File: src/rtl/ddt_defs.vh
// register map, field positions, reset values and timing counts of the dual down-count timer
`ifndef DDT_DEFS_VH
`define DDT_DEFS_VH
`define DDT_ADDR_W        4
`define DDT_OFF_CTRL      4'h0
`define DDT_OFF_CNT0_LO   4'h1
`define DDT_OFF_CNT0_HI   4'h2
`define DDT_OFF_RLD0_LO   4'h3
`define DDT_OFF_RLD0_HI   4'h4
`define DDT_OFF_CNT1_LO   4'h5
`define DDT_OFF_CNT1_HI   4'h6
`define DDT_OFF_RLD1_LO   4'h7
`define DDT_OFF_RLD1_HI   4'h8
`define DDT_OFF_IRQ_STAT  4'h9
`define DDT_OFF_IRQ_MASK  4'hA
`define DDT_BIT_ZF1       7
`define DDT_BIT_ZF0       6
`define DDT_BIT_IE1       5
`define DDT_BIT_IE0       4
`define DDT_BIT_OC_HI     3
`define DDT_BIT_OC_LO     2
`define DDT_BIT_CE1       1
`define DDT_BIT_CE0       0
`define DDT_CTRL_RST      6'h00
`define DDT_CNT_RST       16'hFFFF
`define DDT_RLD_RST       16'hFFFF
`define DDT_OC_ADDR       2'h0
`define DDT_OC_TOGGLE     2'h1
`define DDT_OC_LOW        2'h2
`define DDT_OC_HIGH       2'h3
`define DDT_STEP_DIV      16'h0014
`endif

File: src/rtl/ddt_step_div.v
// divider making the one-cycle count step enable
`include "ddt_defs.vh"
module ddt_step_div #(
  parameter [15:0] DIV = `DDT_STEP_DIV
) (
  input  wire clk,
  input  wire rst_b,
  output reg  step
);
  reg [15:0] cnt;

  always @(posedge clk or negedge rst_b) begin
    if (!rst_b) begin
      cnt  <= 16'h0000;
      step <= 1'b0;
    end else if (cnt >= DIV - 16'h0001) begin
      cnt  <= 16'h0000;
      step <= 1'b1;
    end else begin
      cnt  <= cnt + 16'h0001;
      step <= 1'b0;
    end
  end
endmodule // ddt_step_div

File: src/rtl/ddt_channel.v
// one down-counting channel with reload and zero-reached pulse
`include "ddt_defs.vh"
module ddt_channel (
  input  wire        clk,
  input  wire        rst_b,
  input  wire        step,
  input  wire        enable,
  input  wire        wr_lo,
  input  wire        wr_hi,
  input  wire [7:0]  wdata,
  input  wire [15:0] reload,
  output reg  [15:0] count,
  output reg         zero_hit
);
  always @(posedge clk or negedge rst_b) begin
    if (!rst_b) begin
      count    <= `DDT_CNT_RST;
      zero_hit <= 1'b0;
    end else begin
      zero_hit <= 1'b0;
      if (enable && step) begin
        if (count == 16'h0000) begin
          count <= reload;
        end else begin
          count <= count - 16'h0001;
          if (count == 16'h0001) begin
            zero_hit <= 1'b1;
          end
        end
      end else if (!enable) begin
        if (wr_lo) begin
          count[7:0] <= wdata;
        end
        if (wr_hi) begin
          count[15:8] <= wdata;
        end
      end
    end
  end
endmodule // ddt_channel

File: src/rtl/ddt_top.v
// control, status and bus slave of the dual down-count timer
//
// Local design decisions: the register offsets and the Avalon-MM register port.
`include "ddt_defs.vh"
module ddt_top #(
  parameter [15:0] STEP_DIV = `DDT_STEP_DIV
) (
  input  wire                   clk,
  input  wire                   rst_b,
  input  wire [`DDT_ADDR_W-1:0] avs_address,
  input  wire                   avs_read,
  input  wire                   avs_write,
  input  wire [31:0]            avs_writedata,
  input  wire [3:0]             avs_byteenable,
  output reg  [31:0]            avs_readdata,
  output wire                   avs_waitrequest,
  input  wire                   addr_line,
  output wire                   shared_addr_timer_pin,
  output wire                   timer_irq,
  output wire                   irq
);
  reg  [5:0]  ctrl;
  reg         zero_flag_ch1;
  reg         zero_flag_ch0;
  reg         armed_ch1;
  reg         armed_ch0;
  reg  [15:0] reload_timer_ch0;
  reg  [15:0] reload_timer_ch1;
  reg  [1:0]  irq_stat;
  reg  [1:0]  irq_mask;
  reg         tout;
  reg         ack;
  wire        step;
  wire [15:0] count_reg_ch0;
  wire [15:0] count_reg_ch1;
  wire        zero_ch0;
  wire        zero_ch1;
  wire        irq_enable_ch1   = ctrl[`DDT_BIT_IE1];
  wire        irq_enable_ch0   = ctrl[`DDT_BIT_IE0];
  wire [1:0]  out_ctrl         = {ctrl[`DDT_BIT_OC_HI], ctrl[`DDT_BIT_OC_LO]};
  wire        count_enable_ch1 = ctrl[`DDT_BIT_CE1];
  wire        count_enable_ch0 = ctrl[`DDT_BIT_CE0];
  wire        req              = avs_read | avs_write;
  // writes land only at the answering edge, never in the wait cycle
  wire        wr               = avs_write & ack & avs_byteenable[0];
  wire        rd               = avs_read & ~ack;
  wire [7:0]  wd               = avs_writedata[7:0];

  function hit;
    input [`DDT_ADDR_W-1:0] a;
    input [`DDT_ADDR_W-1:0] off;
    begin
      hit = (a == off);
    end
  endfunction

  // one wait cycle, answer on the second edge
  assign avs_waitrequest = req & ~ack;

  always @(posedge clk or negedge rst_b) begin
    if (!rst_b) begin
      ack <= 1'b0;
    end else begin
      ack <= req & ~ack;
    end
  end

  ddt_step_div #(
    .DIV (STEP_DIV)
  ) u_div (
    .clk   (clk),
    .rst_b (rst_b),
    .step  (step)
  );

  ddt_channel u_ch0 (
    .clk      (clk),
    .rst_b    (rst_b),
    .step     (step),
    .enable   (count_enable_ch0),
    .wr_lo    (wr & hit(avs_address, `DDT_OFF_CNT0_LO)),
    .wr_hi    (wr & hit(avs_address, `DDT_OFF_CNT0_HI)),
    .wdata    (wd),
    .reload   (reload_timer_ch0),
    .count    (count_reg_ch0),
    .zero_hit (zero_ch0)
  );

  ddt_channel u_ch1 (
    .clk      (clk),
    .rst_b    (rst_b),
    .step     (step),
    .enable   (count_enable_ch1),
    .wr_lo    (wr & hit(avs_address, `DDT_OFF_CNT1_LO)),
    .wr_hi    (wr & hit(avs_address, `DDT_OFF_CNT1_HI)),
    .wdata    (wd),
    .reload   (reload_timer_ch1),
    .count    (count_reg_ch1),
    .zero_hit (zero_ch1)
  );

  wire rd_ctrl = rd & hit(avs_address, `DDT_OFF_CTRL);
  wire rd_c0   = rd & (hit(avs_address, `DDT_OFF_CNT0_LO) | hit(avs_address, `DDT_OFF_CNT0_HI));
  wire rd_c1   = rd & (hit(avs_address, `DDT_OFF_CNT1_LO) | hit(avs_address, `DDT_OFF_CNT1_HI));

  // control bits and reload values
  always @(posedge clk or negedge rst_b) begin
    if (!rst_b) begin
      ctrl             <= `DDT_CTRL_RST;
      reload_timer_ch0 <= `DDT_RLD_RST;
      reload_timer_ch1 <= `DDT_RLD_RST;
      irq_mask         <= 2'h0;
    end else if (wr) begin
      if (hit(avs_address, `DDT_OFF_CTRL)) begin
        ctrl <= wd[5:0];
      end
      if (hit(avs_address, `DDT_OFF_RLD0_LO)) begin
        reload_timer_ch0[7:0] <= wd;
      end
      if (hit(avs_address, `DDT_OFF_RLD0_HI)) begin
        reload_timer_ch0[15:8] <= wd;
      end
      if (hit(avs_address, `DDT_OFF_RLD1_LO)) begin
        reload_timer_ch1[7:0] <= wd;
      end
      if (hit(avs_address, `DDT_OFF_RLD1_HI)) begin
        reload_timer_ch1[15:8] <= wd;
      end
      if (hit(avs_address, `DDT_OFF_IRQ_MASK)) begin
        irq_mask <= wd[1:0];
      end
    end
  end

  // zero flags: set wins over the read-sequence clear
  always @(posedge clk or negedge rst_b) begin
    if (!rst_b) begin
      zero_flag_ch1 <= 1'b0;
      zero_flag_ch0 <= 1'b0;
      armed_ch1     <= 1'b0;
      armed_ch0     <= 1'b0;
    end else begin
      if (rd_ctrl) begin
        armed_ch1 <= zero_flag_ch1;
        armed_ch0 <= zero_flag_ch0;
      end
      if (zero_ch1) begin
        zero_flag_ch1 <= 1'b1;
      end else if (rd_c1 && armed_ch1) begin
        zero_flag_ch1 <= 1'b0;
        armed_ch1     <= 1'b0;
      end
      if (zero_ch0) begin
        zero_flag_ch0 <= 1'b1;
      end else if (rd_c0 && armed_ch0) begin
        zero_flag_ch0 <= 1'b0;
        armed_ch0     <= 1'b0;
      end
    end
  end

  // sticky event status, write one to clear, set wins
  always @(posedge clk or negedge rst_b) begin
    if (!rst_b) begin
      irq_stat <= 2'h0;
    end else begin
      irq_stat[0] <= zero_ch0 | (irq_stat[0] & ~(wr & hit(avs_address, `DDT_OFF_IRQ_STAT) & wd[0]));
      irq_stat[1] <= zero_ch1 | (irq_stat[1] & ~(wr & hit(avs_address, `DDT_OFF_IRQ_STAT) & wd[1]));
    end
  end

  assign irq       = |(irq_stat & irq_mask);
  assign timer_irq = (irq_enable_ch1 & zero_flag_ch1) | (irq_enable_ch0 & zero_flag_ch0);

  // timer output pin
  always @(posedge clk or negedge rst_b) begin
    if (!rst_b) begin
      tout <= 1'b0;
    end else begin
      case (out_ctrl)
        `DDT_OC_TOGGLE: begin
          if (zero_ch1) begin
            tout <= ~tout;
          end
        end
        `DDT_OC_LOW:  tout <= 1'b0;
        `DDT_OC_HIGH: tout <= 1'b1;
        default:      tout <= tout;
      endcase
    end
  end

  assign shared_addr_timer_pin = (out_ctrl == `DDT_OC_ADDR) ? addr_line : tout;

  // read data
  always @(posedge clk or negedge rst_b) begin
    if (!rst_b) begin
      avs_readdata <= 32'h00000000;
    end else if (rd) begin
      case (avs_address)
        `DDT_OFF_CTRL:     avs_readdata <= {24'h000000, zero_flag_ch1, zero_flag_ch0, ctrl};
        `DDT_OFF_CNT0_LO:  avs_readdata <= {24'h000000, count_reg_ch0[7:0]};
        `DDT_OFF_CNT0_HI:  avs_readdata <= {24'h000000, count_reg_ch0[15:8]};
        `DDT_OFF_RLD0_LO:  avs_readdata <= {24'h000000, reload_timer_ch0[7:0]};
        `DDT_OFF_RLD0_HI:  avs_readdata <= {24'h000000, reload_timer_ch0[15:8]};
        `DDT_OFF_CNT1_LO:  avs_readdata <= {24'h000000, count_reg_ch1[7:0]};
        `DDT_OFF_CNT1_HI:  avs_readdata <= {24'h000000, count_reg_ch1[15:8]};
        `DDT_OFF_RLD1_LO:  avs_readdata <= {24'h000000, reload_timer_ch1[7:0]};
        `DDT_OFF_RLD1_HI:  avs_readdata <= {24'h000000, reload_timer_ch1[15:8]};
        `DDT_OFF_IRQ_STAT: avs_readdata <= {30'h00000000, irq_stat};
        `DDT_OFF_IRQ_MASK: avs_readdata <= {30'h00000000, irq_mask};
        default:           avs_readdata <= 32'h00000000;
      endcase
    end
  end
endmodule // ddt_top

File: config.mk
export PLATFORM = sky130hd
export DESIGN_NAME = ddt_top
export DESIGN_NICKNAME = d
export VERILOG_FILES = /design/src/rtl/ddt_step_div.v /design/src/rtl/ddt_channel.v /design/src/rtl/ddt_top.v
export VERILOG_INCLUDE_DIRS = /design/src /design/src/rtl
export SDC_FILE = /design/constraint.sdc
export NUM_CORES = 1
export LEC_CHECK = 0
export BUFFER_PORTS_ARGS = -buffer_cell sky130_fd_sc_hd__buf_2
export CORE_ASPECT_RATIO = 1.5
export CORE_MARGIN = 4
export CORE_UTILIZATION = 47
export DETAILED_ROUTE_END_ITERATION = 6
export GPL_ROUTABILITY_DRIVEN = 0
export PLACE_DENSITY = 0.64
export SLEW_MARGIN = 20
export SYNTH_ARGS = -nofsm -noshare
export SYNTH_HDL_FRONTEND = slang
export SYNTH_HIERARCHICAL = 1
export SYNTH_SLANG_ARGS = --single-unit
File: constraint.sdc
create_clock -name clk -period 4.4 [get_ports clk]
set_clock_uncertainty 0.15 [all_clocks]
set_input_delay 0 -clock clk [delete_from_list [all_inputs] [get_ports clk]]
set_output_delay 0 -clock clk [all_outputs]
set_load 0.1 [all_outputs]
==> impl_summary.txt, run 1 <==
----------------------------------------------------
[Floorplanning]
  Vert. Die Dim ... 156.1 um
  Die span in x ... 106.7 um
  Total die area ... 0.01666 mm^2
  Standard-cell row count ... 53
  Number of primary I/O pins ... 81
  Starting utilization of the core area ... 0.4841
  Core area ... 0.01419 mm^2

[Route]
  Overall via count from detail_route ... 5634
  Final ANT Viol Nets ... 0
  DRC violations left ... 0
  Ratio of routed vias to standard cells ... 6.246
  Drt pass-1 iters ... 5
  Total Wirelength ... 20.32 mm
  Detailed router's first-iteration violation count ... 428
  Routed WL per cell ... 22.52 um

[Clock tree]
  Clock-pin slew reported for the worst setup and hold paths after clock tree synthesis ... 80 ps
  Number of CTS-inserted buffers ... 9
  Master cell of the clock root buffer ... clkbuf_16
  H-tree levels ... 3
  Post-CTS Setup Inserts ... 0
  Clock insertion delay at the later pin of the skew report ... 360 ps
  Clock tree buffer depth ... 2
  CTS tree ... yes
  Clock sink count ... 107

[Global routing]
  Pin count of the biggest net entering global routing ... 67
  Met2 GRT Util ... 0.4456
  Combined global-route utilization of all metal layers ... 0.2492
  Busiest layer in global routing ... met2
  Met1 capacity usage during global routing ... 0.2811
  Wire length of the first global-routing pass ... 32.19 mm
  Number of antenna violations at the first check in global routing ... 0
  Remaining global-route overflow ... 0
  Vias in the first global route ... 5691
  Met3 Track Usage GR ... 0.03644

[Worst setup path]
  Depth of the worst register-to-register path ... 7
  RR Startpoint ... ack
  R2r endpoint ... u_ch0/count[15]
  Type of element launching the critical path ... flop
  Levels on crit path ... 7
  Register-to-register path setup slack ... 1720 ps
  Crit path capture ... u_ch0/count[15]
  Cell chain of the critical path ... and3_1 -> nand2_1 -> nor2_1 -> nor2b_1 -> mux2i_1 -> o21ai_0 -> and4_1
  Arrival time reported for the critical path endpoint ... 2820 ps
  Critical path fanouts, max ... 6
  Sort of element at the end of the critical path ... flop
  Start-to-end type of the worst setup path ... reg2reg
  Crit path max-delay family ... simple AND/OR/NAND/NOR gates
  Critical Path Max Stage Delay ... 620 ps
  Critical path origin ... ack
  Buf+Inv Stages, Crit Path ... 0
  Required time of the worst setup path ... 4540 ps
  Critical-path cell with the highest stage delay ... nor2b_1

[Status]
  Run status ... finished, final reports clean

[Final layout]
  Final cell count without fillers ... 902
  Number of antenna cells inserted ... 0
  Signed area change from the synthesized netlist to the final layout ... 8.596%
  Fraction of final layout cells with drive strength greater than 1 ... 0.2507
  Final core area utilization ... 0.5257
  Final Net Count ... 757

[Timing]
  RSZ-0062 raised after global routing ... no
  Fin. max-slew vios ... 0
  Total Neg Setup Slack ... 0 ps
  Maximum frequency from static timing analysis ... 373.0 MHz
  Period minus WS final ... 2681 ps
  Period Utilization, post-route ... 0.6093
  Worst hold slack ... 121.4 ps
  Number of setup violations in the final report ... 0
  Final hold vios ... 0
  Final setup margin ... 1719 ps
  Slew @ Worst Pin ... 1010 ps
  Worst slew margin ... 0.3251

[Placement]
  Placement-stage worst setup slack ... 1772 ps
  DP Wirelength ... 14.75 mm
  Input/output buffers ... 29
  Inst Count DP ... 874

[Logic synthesis]
  Yosys synthesis warning count ... 6
  FF+latch count, synth ... 107
  Area fraction of the dominant cell type after synthesis ... 0.2448
  Unique masters post-synth ... 83
  Mean instance size in the synthesized netlist ... 10.22 um^2
  Area share of fa/ha/maj cells after synthesis ... 0.01275
  Fraction of the mapped netlist area in compound gates ... 0.1599
  Post-Syn Area ... 0.006870 mm^2
  Portion of netlist area occupied by mux cells ... 0.1302
  Portion of the post-synthesis area used by sequential elements ... 0.4014
  Count of flip-flops with a built-in enable after synthesis ... 0
  Parity-gate share of the synthesized area counting xor and xnor cells ... 0.008924
  Leading cell types by total area after synthesis ... dfstp_2, dfrtp_1, mux2_1, mux2i_1, buf_4
  Main combinational cell family by area after synthesis ... simple AND/OR/NAND/NOR gates
  Top flip-flop cell by instance count after synthesis ... dfstp_2
  Async set-reset flop share out of synthesis ... 1.000
  Number of standard cells after synthesis ... 672
  Most instantiated cells after synthesis ... dfstp_2, dfrtp_1, mux2_1, nand2_1, nor2_1
  Biggest area consumer among synthesized cells ... dfstp_2
  Dominant cell by count in the synthesized netlist ... dfstp_2
  Synthesized-area fraction occupied by and/or/nand/nor cells ... 0.2236

[Run]
  Max Cap Violations ... 0

[Pwr]
  Total leakage power ... 2.979 nW
  Largest vdd supply drop ... 0.3067 mV
  Areal power density over the cells ... 483.6 mW/mm^2

[Min path]
  Worst hold-check path type ... in2reg

----------------------------------------------------
where the power goes:
part           internal, W  switching, W  total (W)
combinational     0.000401      0.000713    0.00111
clock             0.000413      0.000432   0.000846
sequential         0.00128      0.000367    0.00165
total              0.00210       0.00151    0.00361
metrics by stage:
step,instance area [um^2],power [W]
after global routing,7461,0.003781
after global placement,7027,0.002694
after floorplan,6994,0.002423
final,7461,0.003608
after detailed placement,7027,0.002742
after CTS,7451,0.003604
repair_timing:
item | CTS | global route
hold buffers | 11 | 1
gates resized for setup | 0 | 0
hold endpoints to repair | 67 | 1
cell usage in the layout (no fill, tap or decap), drive strengths merged, types with 6 or more instances in the layout:
cell / synthesis / routed
nor2b: 14 / 14
nor3b: 10 / 10
o211ai: 9 / 9
a21oi: 25 / 25
or2: 8 / 8
dlygate4sd3: 0 / 12
xor2: 6 / 6
ha: 7 / 7
nand4: 11 / 11
a211oi: 12 / 12
nand3: 17 / 17
nor3: 27 / 27
a21o: 8 / 8
o21ai: 34 / 34
mux2i: 32 / 32
nand2: 39 / 39
o22ai: 15 / 15
nor4: 11 / 11
inv: 11 / 15
dfrtp: 43 / 43
dfstp: 64 / 64
nand3b: 23 / 23
nand2b: 8 / 8
nor2: 45 / 45
mux2: 49 / 49
and4: 6 / 6
conb: 2 / 35
buf: 45 / 33
and3: 9 / 9
clkbuf: 11 / 9
worst min-delay path by stage:
stage | startpoint | endpoint | depth (start not counted)
after CTS | avs_read | armed_ch1 | 4
after global routing | avs_address[0] | armed_ch0 | 4
after detailed placement | rst_b | u_ch0/zero_hit | 1
final | avs_address[0] | armed_ch0 | 4
after floorplan | rst_b | ack | 0
after global placement | rst_b | avs_readdata[6] | 1
worst register-to-register path, stage by stage, from the launching register on:
cell and delay [ps]:
dfrtp_1 400, and3_1 400, nand2_1 200, nor2_1 250, nor2b_1 620, mux2i_1 310, o21ai_0 100, and4_1 200
state kept, by name (all words and copies together) (netlist names), 2 cells and up:
name	cells
avs_readdata	8
ctrl	6
irq_mask	2
irq_stat	2
reload_timer_ch0	16
reload_timer_ch1	16
u_ch0/count	16
u_ch1/count	16
u_div/cnt	16
per-layer routing:
metal	routed length, um	part of all wire
met5	0	0
met3	947	0.047
met4	1182	0.058
met2	10630	0.52
met1	7555	0.37
cell families (layout without fill, tap and decap cells):
family | after synthesis | after routing
compound gates | 156 | 156
simple gates | 244 | 244
buf+inv | 67 | 72
flops | 107 | 107
fa+ha+maj | 7 | 7
mux | 82 | 82
other cells | 2 | 35
xor+xnor | 7 | 7
layout make-up:
class / count / area [um^2]
Multi-Input combinational cell: 531 / 3810
Clock inverter: 7 / 88.84
Timing Repair Buffer: 45 / 297.8
Inverter: 11 / 41.29
Fill cell: 1327 / 6730
Sequential cell: 107 / 2758
Clock buffer: 9 / 225.2
Tap cell: 192 / 240.2
Note: power is estimated with default switching activity, not from simulation.
==> run 2: changes to the inputs <==
--- a/config.mk
+++ b/config.mk
@@ -6,13 +6,14 @@
 export SDC_FILE = /design/constraint.sdc
 export NUM_CORES = 1
 export LEC_CHECK = 0
+export ABC_AREA = 1
 export BUFFER_PORTS_ARGS = -buffer_cell sky130_fd_sc_hd__buf_2
 export CORE_ASPECT_RATIO = 1.5
 export CORE_MARGIN = 4
 export CORE_UTILIZATION = 47
 export DETAILED_ROUTE_END_ITERATION = 6
 export GPL_ROUTABILITY_DRIVEN = 0
-export PLACE_DENSITY = 0.64
+export PLACE_DENSITY = 0.63
 export SLEW_MARGIN = 20
 export SYNTH_ARGS = -nofsm -noshare
 export SYNTH_HDL_FRONTEND = slang
==> constraint.sdc (replaced) <==
create_clock -name clk -period 2.5 [get_ports clk]
set_clock_uncertainty 0.15 [all_clocks]
set_input_delay 0 -clock clk [delete_from_list [all_inputs] [get_ports clk]]
set_output_delay 0 -clock clk [all_outputs]
set_load 0.1 [all_outputs]
==> impl_summary.txt, run 2 <==
----------------------------------------------------
[Worst setup path]
  Start-to-end type of the worst setup path ... reg2reg (unchanged)
  Arrival time reported for the critical path endpoint ... 2330 ps (was 2820 ps)
  Critical path origin ... ack (unchanged)
  RR Startpoint ... ack (unchanged)
  Critical-path cell with the highest stage delay ... a21oi_1 (was nor2b_1)
  Critical Path Max Stage Delay ... 790 ps (was 620 ps)
  Type of element launching the critical path ... flop (unchanged)
  Cell seen most often among critical-path stages ... nor2_1
  Sort of element at the end of the critical path ... flop (unchanged)
  Required time of the worst setup path ... 2640 ps (was 4540 ps)
  Cell chain of the critical path ... nand3_1 -> nor2_1 -> a21oi_1 -> inv_1 -> nor2_1 -> a21oi_2 (was and3_1 -> nand2_1 -> nor2_1 -> nor2b_1 -> mux2i_1 -> o21ai_0 -> and4_1)
  Critical path fanouts, max ... 10 (was 6)

[Global routing]
  Combined global-route utilization of all metal layers ... 0.2371 (was 0.2492)
  Remaining global-route overflow ... 0 (unchanged)
  Wire length of the first global-routing pass ... 32.02 mm (was 32.19 mm)
  Pin count of the biggest net entering global routing ... 63 (was 67)
  Vias in the first global route ... 6134 (was 5691)
  Number of antenna violations at the first check in global routing ... 0 (unchanged)

[Route]
  Detailed router's first-iteration violation count ... 430 (was 428)
  DRC violations left ... 0 (unchanged)
  Final ANT Viol Nets ... 0 (unchanged)
  Total Wirelength ... 20.00 mm (was 20.32 mm)
  Drt pass-1 iters ... 5 (unchanged)
  Overall via count from detail_route ... 6287 (was 5634)
  Ratio of routed vias to standard cells ... 5.095 (was 6.246)
  Routed WL per cell ... 16.21 um (was 22.52 um)

[Timing]
  Total Neg Setup Slack ... 0 ps (unchanged)
  Number of setup violations in the final report ... 0 (unchanged)
  Worst slew margin ... 0.3344 (was 0.3251)
  RSZ-0062 raised after global routing ... no (unchanged)
  Period Utilization, post-route ... 0.8768 (was 0.6093)
  Fin. max-slew vios ... 0 (unchanged)
  Maximum frequency from static timing analysis ... 456.2 MHz (was 373.0 MHz)
  Period minus WS final ... 2192 ps (was 2681 ps)
  Final hold vios ... 0 (unchanged)
  Slew @ Worst Pin ... 998.4 ps (was 1010 ps)

[Logic synthesis]
  Mean instance size in the synthesized netlist ... 7.340 um^2 (was 10.22 um^2)
  Dominant cell by count in the synthesized netlist ... nand2_1 (was dfstp_2)
  Leading cell types by total area after synthesis ... dfstp_2, dfrtp_1, nand2_1, nor2_1, nand3_1 (was dfstp_2, dfrtp_1, mux2_1, mux2i_1, buf_4)
  FF+latch count, synth ... 107 (unchanged)
  Top flip-flop cell by instance count after synthesis ... dfstp_2 (unchanged)
  Count of flip-flops with a built-in enable after synthesis ... 0 (unchanged)
  Number of standard cells after synthesis ... 980 (was 672)
  Area fraction of the dominant cell type after synthesis ... 0.2338 (was 0.2448)
  Yosys synthesis warning count ... 6 (unchanged)
  Post-Syn Area ... 0.007193 mm^2 (was 0.006870 mm^2)
  Unique masters post-synth ... 35 (was 83)
  Most instantiated cells after synthesis ... nand2_1, nor2_1, inv_1 (was dfstp_2, dfrtp_1, mux2_1, nand2_1, nor2_1)
  Portion of the post-synthesis area used by sequential elements ... 0.3834 (was 0.4014)
  Biggest area consumer among synthesized cells ... dfstp_2 (unchanged)
  Async set-reset flop share out of synthesis ... 1.000 (unchanged)

[Placement]
  Input/output buffers ... 29 (unchanged)
  Inst Count DP ... 1206 (was 874)
  DP Wirelength ... 15.22 mm (was 14.75 mm)

[Final layout]
  Sequential cell area in the final layout ... 0.002758 mm^2 (unchanged)
  Leading cell type in the layout, fill and taps excluded ... nand2_1 (was dfstp_2)
  Filler Cell Count ... 1539 (was 1327)
  Combined area of the multi-input logic cells ... 0.003754 mm^2 (was 0.003810 mm^2)
  Final cell count without fillers ... 1234 (was 902)
  Commonest cells after routing, fill and taps aside ... nand2_1, nor2_1, inv_1, nand3_1, dfstp_2 (was dfstp_2, dfrtp_1, nor2_1, nand2_1, mux2_1)
  Fraction of final layout cells with drive strength greater than 1 ... 0.2126 (was 0.2507)
  Signed area change from the synthesized netlist to the final layout ... 9.584% (was 8.596%)
  Number of antenna cells inserted ... 0 (unchanged)
  Final Net Count ... 1082 (was 757)

[Min path]
  Startpoint of the tightest hold check path ... avs_address[0] (unchanged)
  Worst hold-check path type ... in2reg (unchanged)

[Pwr]
  Areal power density over the cells ... 912.0 mW/mm^2 (was 483.6 mW/mm^2)
  Total leakage power ... 3.946 nW (was 2.979 nW)
  Largest vdd supply drop ... 0.4781 mV (was 0.3067 mV)

[Clock tree]
  Post-cts resize count ... 0 (unchanged)
  Master cell of the clock root buffer ... clkbuf_16 (unchanged)
  H-tree levels ... 3 (unchanged)
  CTS tree ... yes (unchanged)
  Number of CTS-inserted buffers ... 9 (unchanged)
  Clock insertion delay at the later pin of the skew report ... 360 ps (about the same)
  Clock-pin slew reported for the worst setup and hold paths after clock tree synthesis ... 80 ps (about the same)
  Clock sink count ... 107 (unchanged)
  Post-CTS Setup Inserts ... 0 (unchanged)
  Clock tree buffer depth ... 2 (unchanged)

[Status]
  Run status ... finished, final reports clean (unchanged)

[Floorplanning]
  Number of primary I/O pins ... 81 (unchanged)
  Die span in x ... 109.0 um (was 106.7 um)
  Standard-cell row count ... 55 (was 53)
  Vert. Die Dim ... 159.5 um (was 156.1 um)
  Total die area ... 0.01739 mm^2 (was 0.01666 mm^2)
  Starting utilization of the core area ... 0.4773 (was 0.4841)
  Core area ... 0.01507 mm^2 (was 0.01419 mm^2)

[Run]
  Max Cap Violations ... 0 (unchanged)

----------------------------------------------------
[run 2: cell types whose count changed after synthesis, moves of 12 or more]
cell / previous run / this run
a21oi_2: 0 / 16
inv_1: 10 / 109
mux2_1: 37 / 0
mux2i_1: 32 / 0
nand2_1: 37 / 234
nand2_2: 2 / 14
nand3_1: 15 / 95
nand3_2: 2 / 27
nor2_1: 37 / 162
nor2b_1: 13 / 0
nor3_1: 25 / 4
o21ai_0: 24 / 47
o22ai_1: 15 / 1
[run 2: stage by stage]
stage                     utilization  worst slack [ps]  power (W)  hold WS, ps  cell area, um^2
after global routing           0.5230             138.5   0.007648        61.79             7883
after global placement         0.4948             372.5   0.005698       -101.9             7457
after CTS                      0.5230             300.2   0.007221        19.66             7883
after detailed placement       0.4948             336.7   0.005730       -104.7             7457
final                          0.5230             308.1   0.007189        17.35             7883
after floorplan                     -             416.9   0.005004       -445.6             7317
[run 2: worst paths after layout]
check	to	slack, ps	depth (start not counted)
setup / recovery	u_ch1/count[6]	310	6
hold / removal	armed_ch0	20	5
setup reg to reg	u_ch1/count[6]	310	6
hold reg to reg	u_div/cnt[0]	320	1
max in group asynchronous	reload_timer_ch1[7]	1360	3
min in group asynchronous	avs_readdata[2]	30	2
[run 2: cell type report]
class | instances | area share
Clock buffer | 9 | 0.02857
Clock inverter | 7 | 0.01016
Inverter | 115 | 0.05476
Timing Repair Buffer | 55 | 0.04889
Multi-Input combinational cell | 742 | 0.4762
Tap cell | 199 | 0.03159
Sequential cell | 107 | 0.3498
[run 2: cell families (layout without fill, tap and decap cells)]
group	count (synthesis)	in the layout	synth area share
buffers and inverters	164	186	0.1120
and+or+nand+nor	601	601	0.4037
adders and majority gates	7	7	0.01218
AOI/OAI and AO/OA	93	93	0.08001
DFF	107	107	0.3834
other	2	35	0.001044
muxes	1	1	0.001565
xor gates and xnor gates	5	5	0.006089
[run 2: what timing repair did]
action,4_1_cts,5_1_grt
setup endpoints to repair,0,0
endpoints found under the hold margin,122,0
hold buffers,12,0
[run 2: where the power goes]
group / switching, W / internal, W / leakage, nW
Combinational: 0.00187 / 0.000819 / 2.60
Clock: 0.000743 / 0.000714 / 0.146
Sequential: 0.000628 / 0.00241 / 1.20
Total: 0.00324 / 0.00395 / 3.95
[run 2: layer usage]
layer	GRT usage	up-vias	share of wire
li1	-	3147	-
met1	0.2895	2918	0.41
met2	0.4018	178	0.51
met3	0.03570	44	0.039
met4	0.1137	0	0.041
met5	0	-	0
[run 2: critical path: cells and delay by family, from the launching register on]
family / cells / cell delay (ps)
AO/OA/AOI/OAI: 2 / 830
buffers and inverters: 1 / 280
flip-flops: 1 / 400
AND/OR/NAND/NOR: 3 / 450
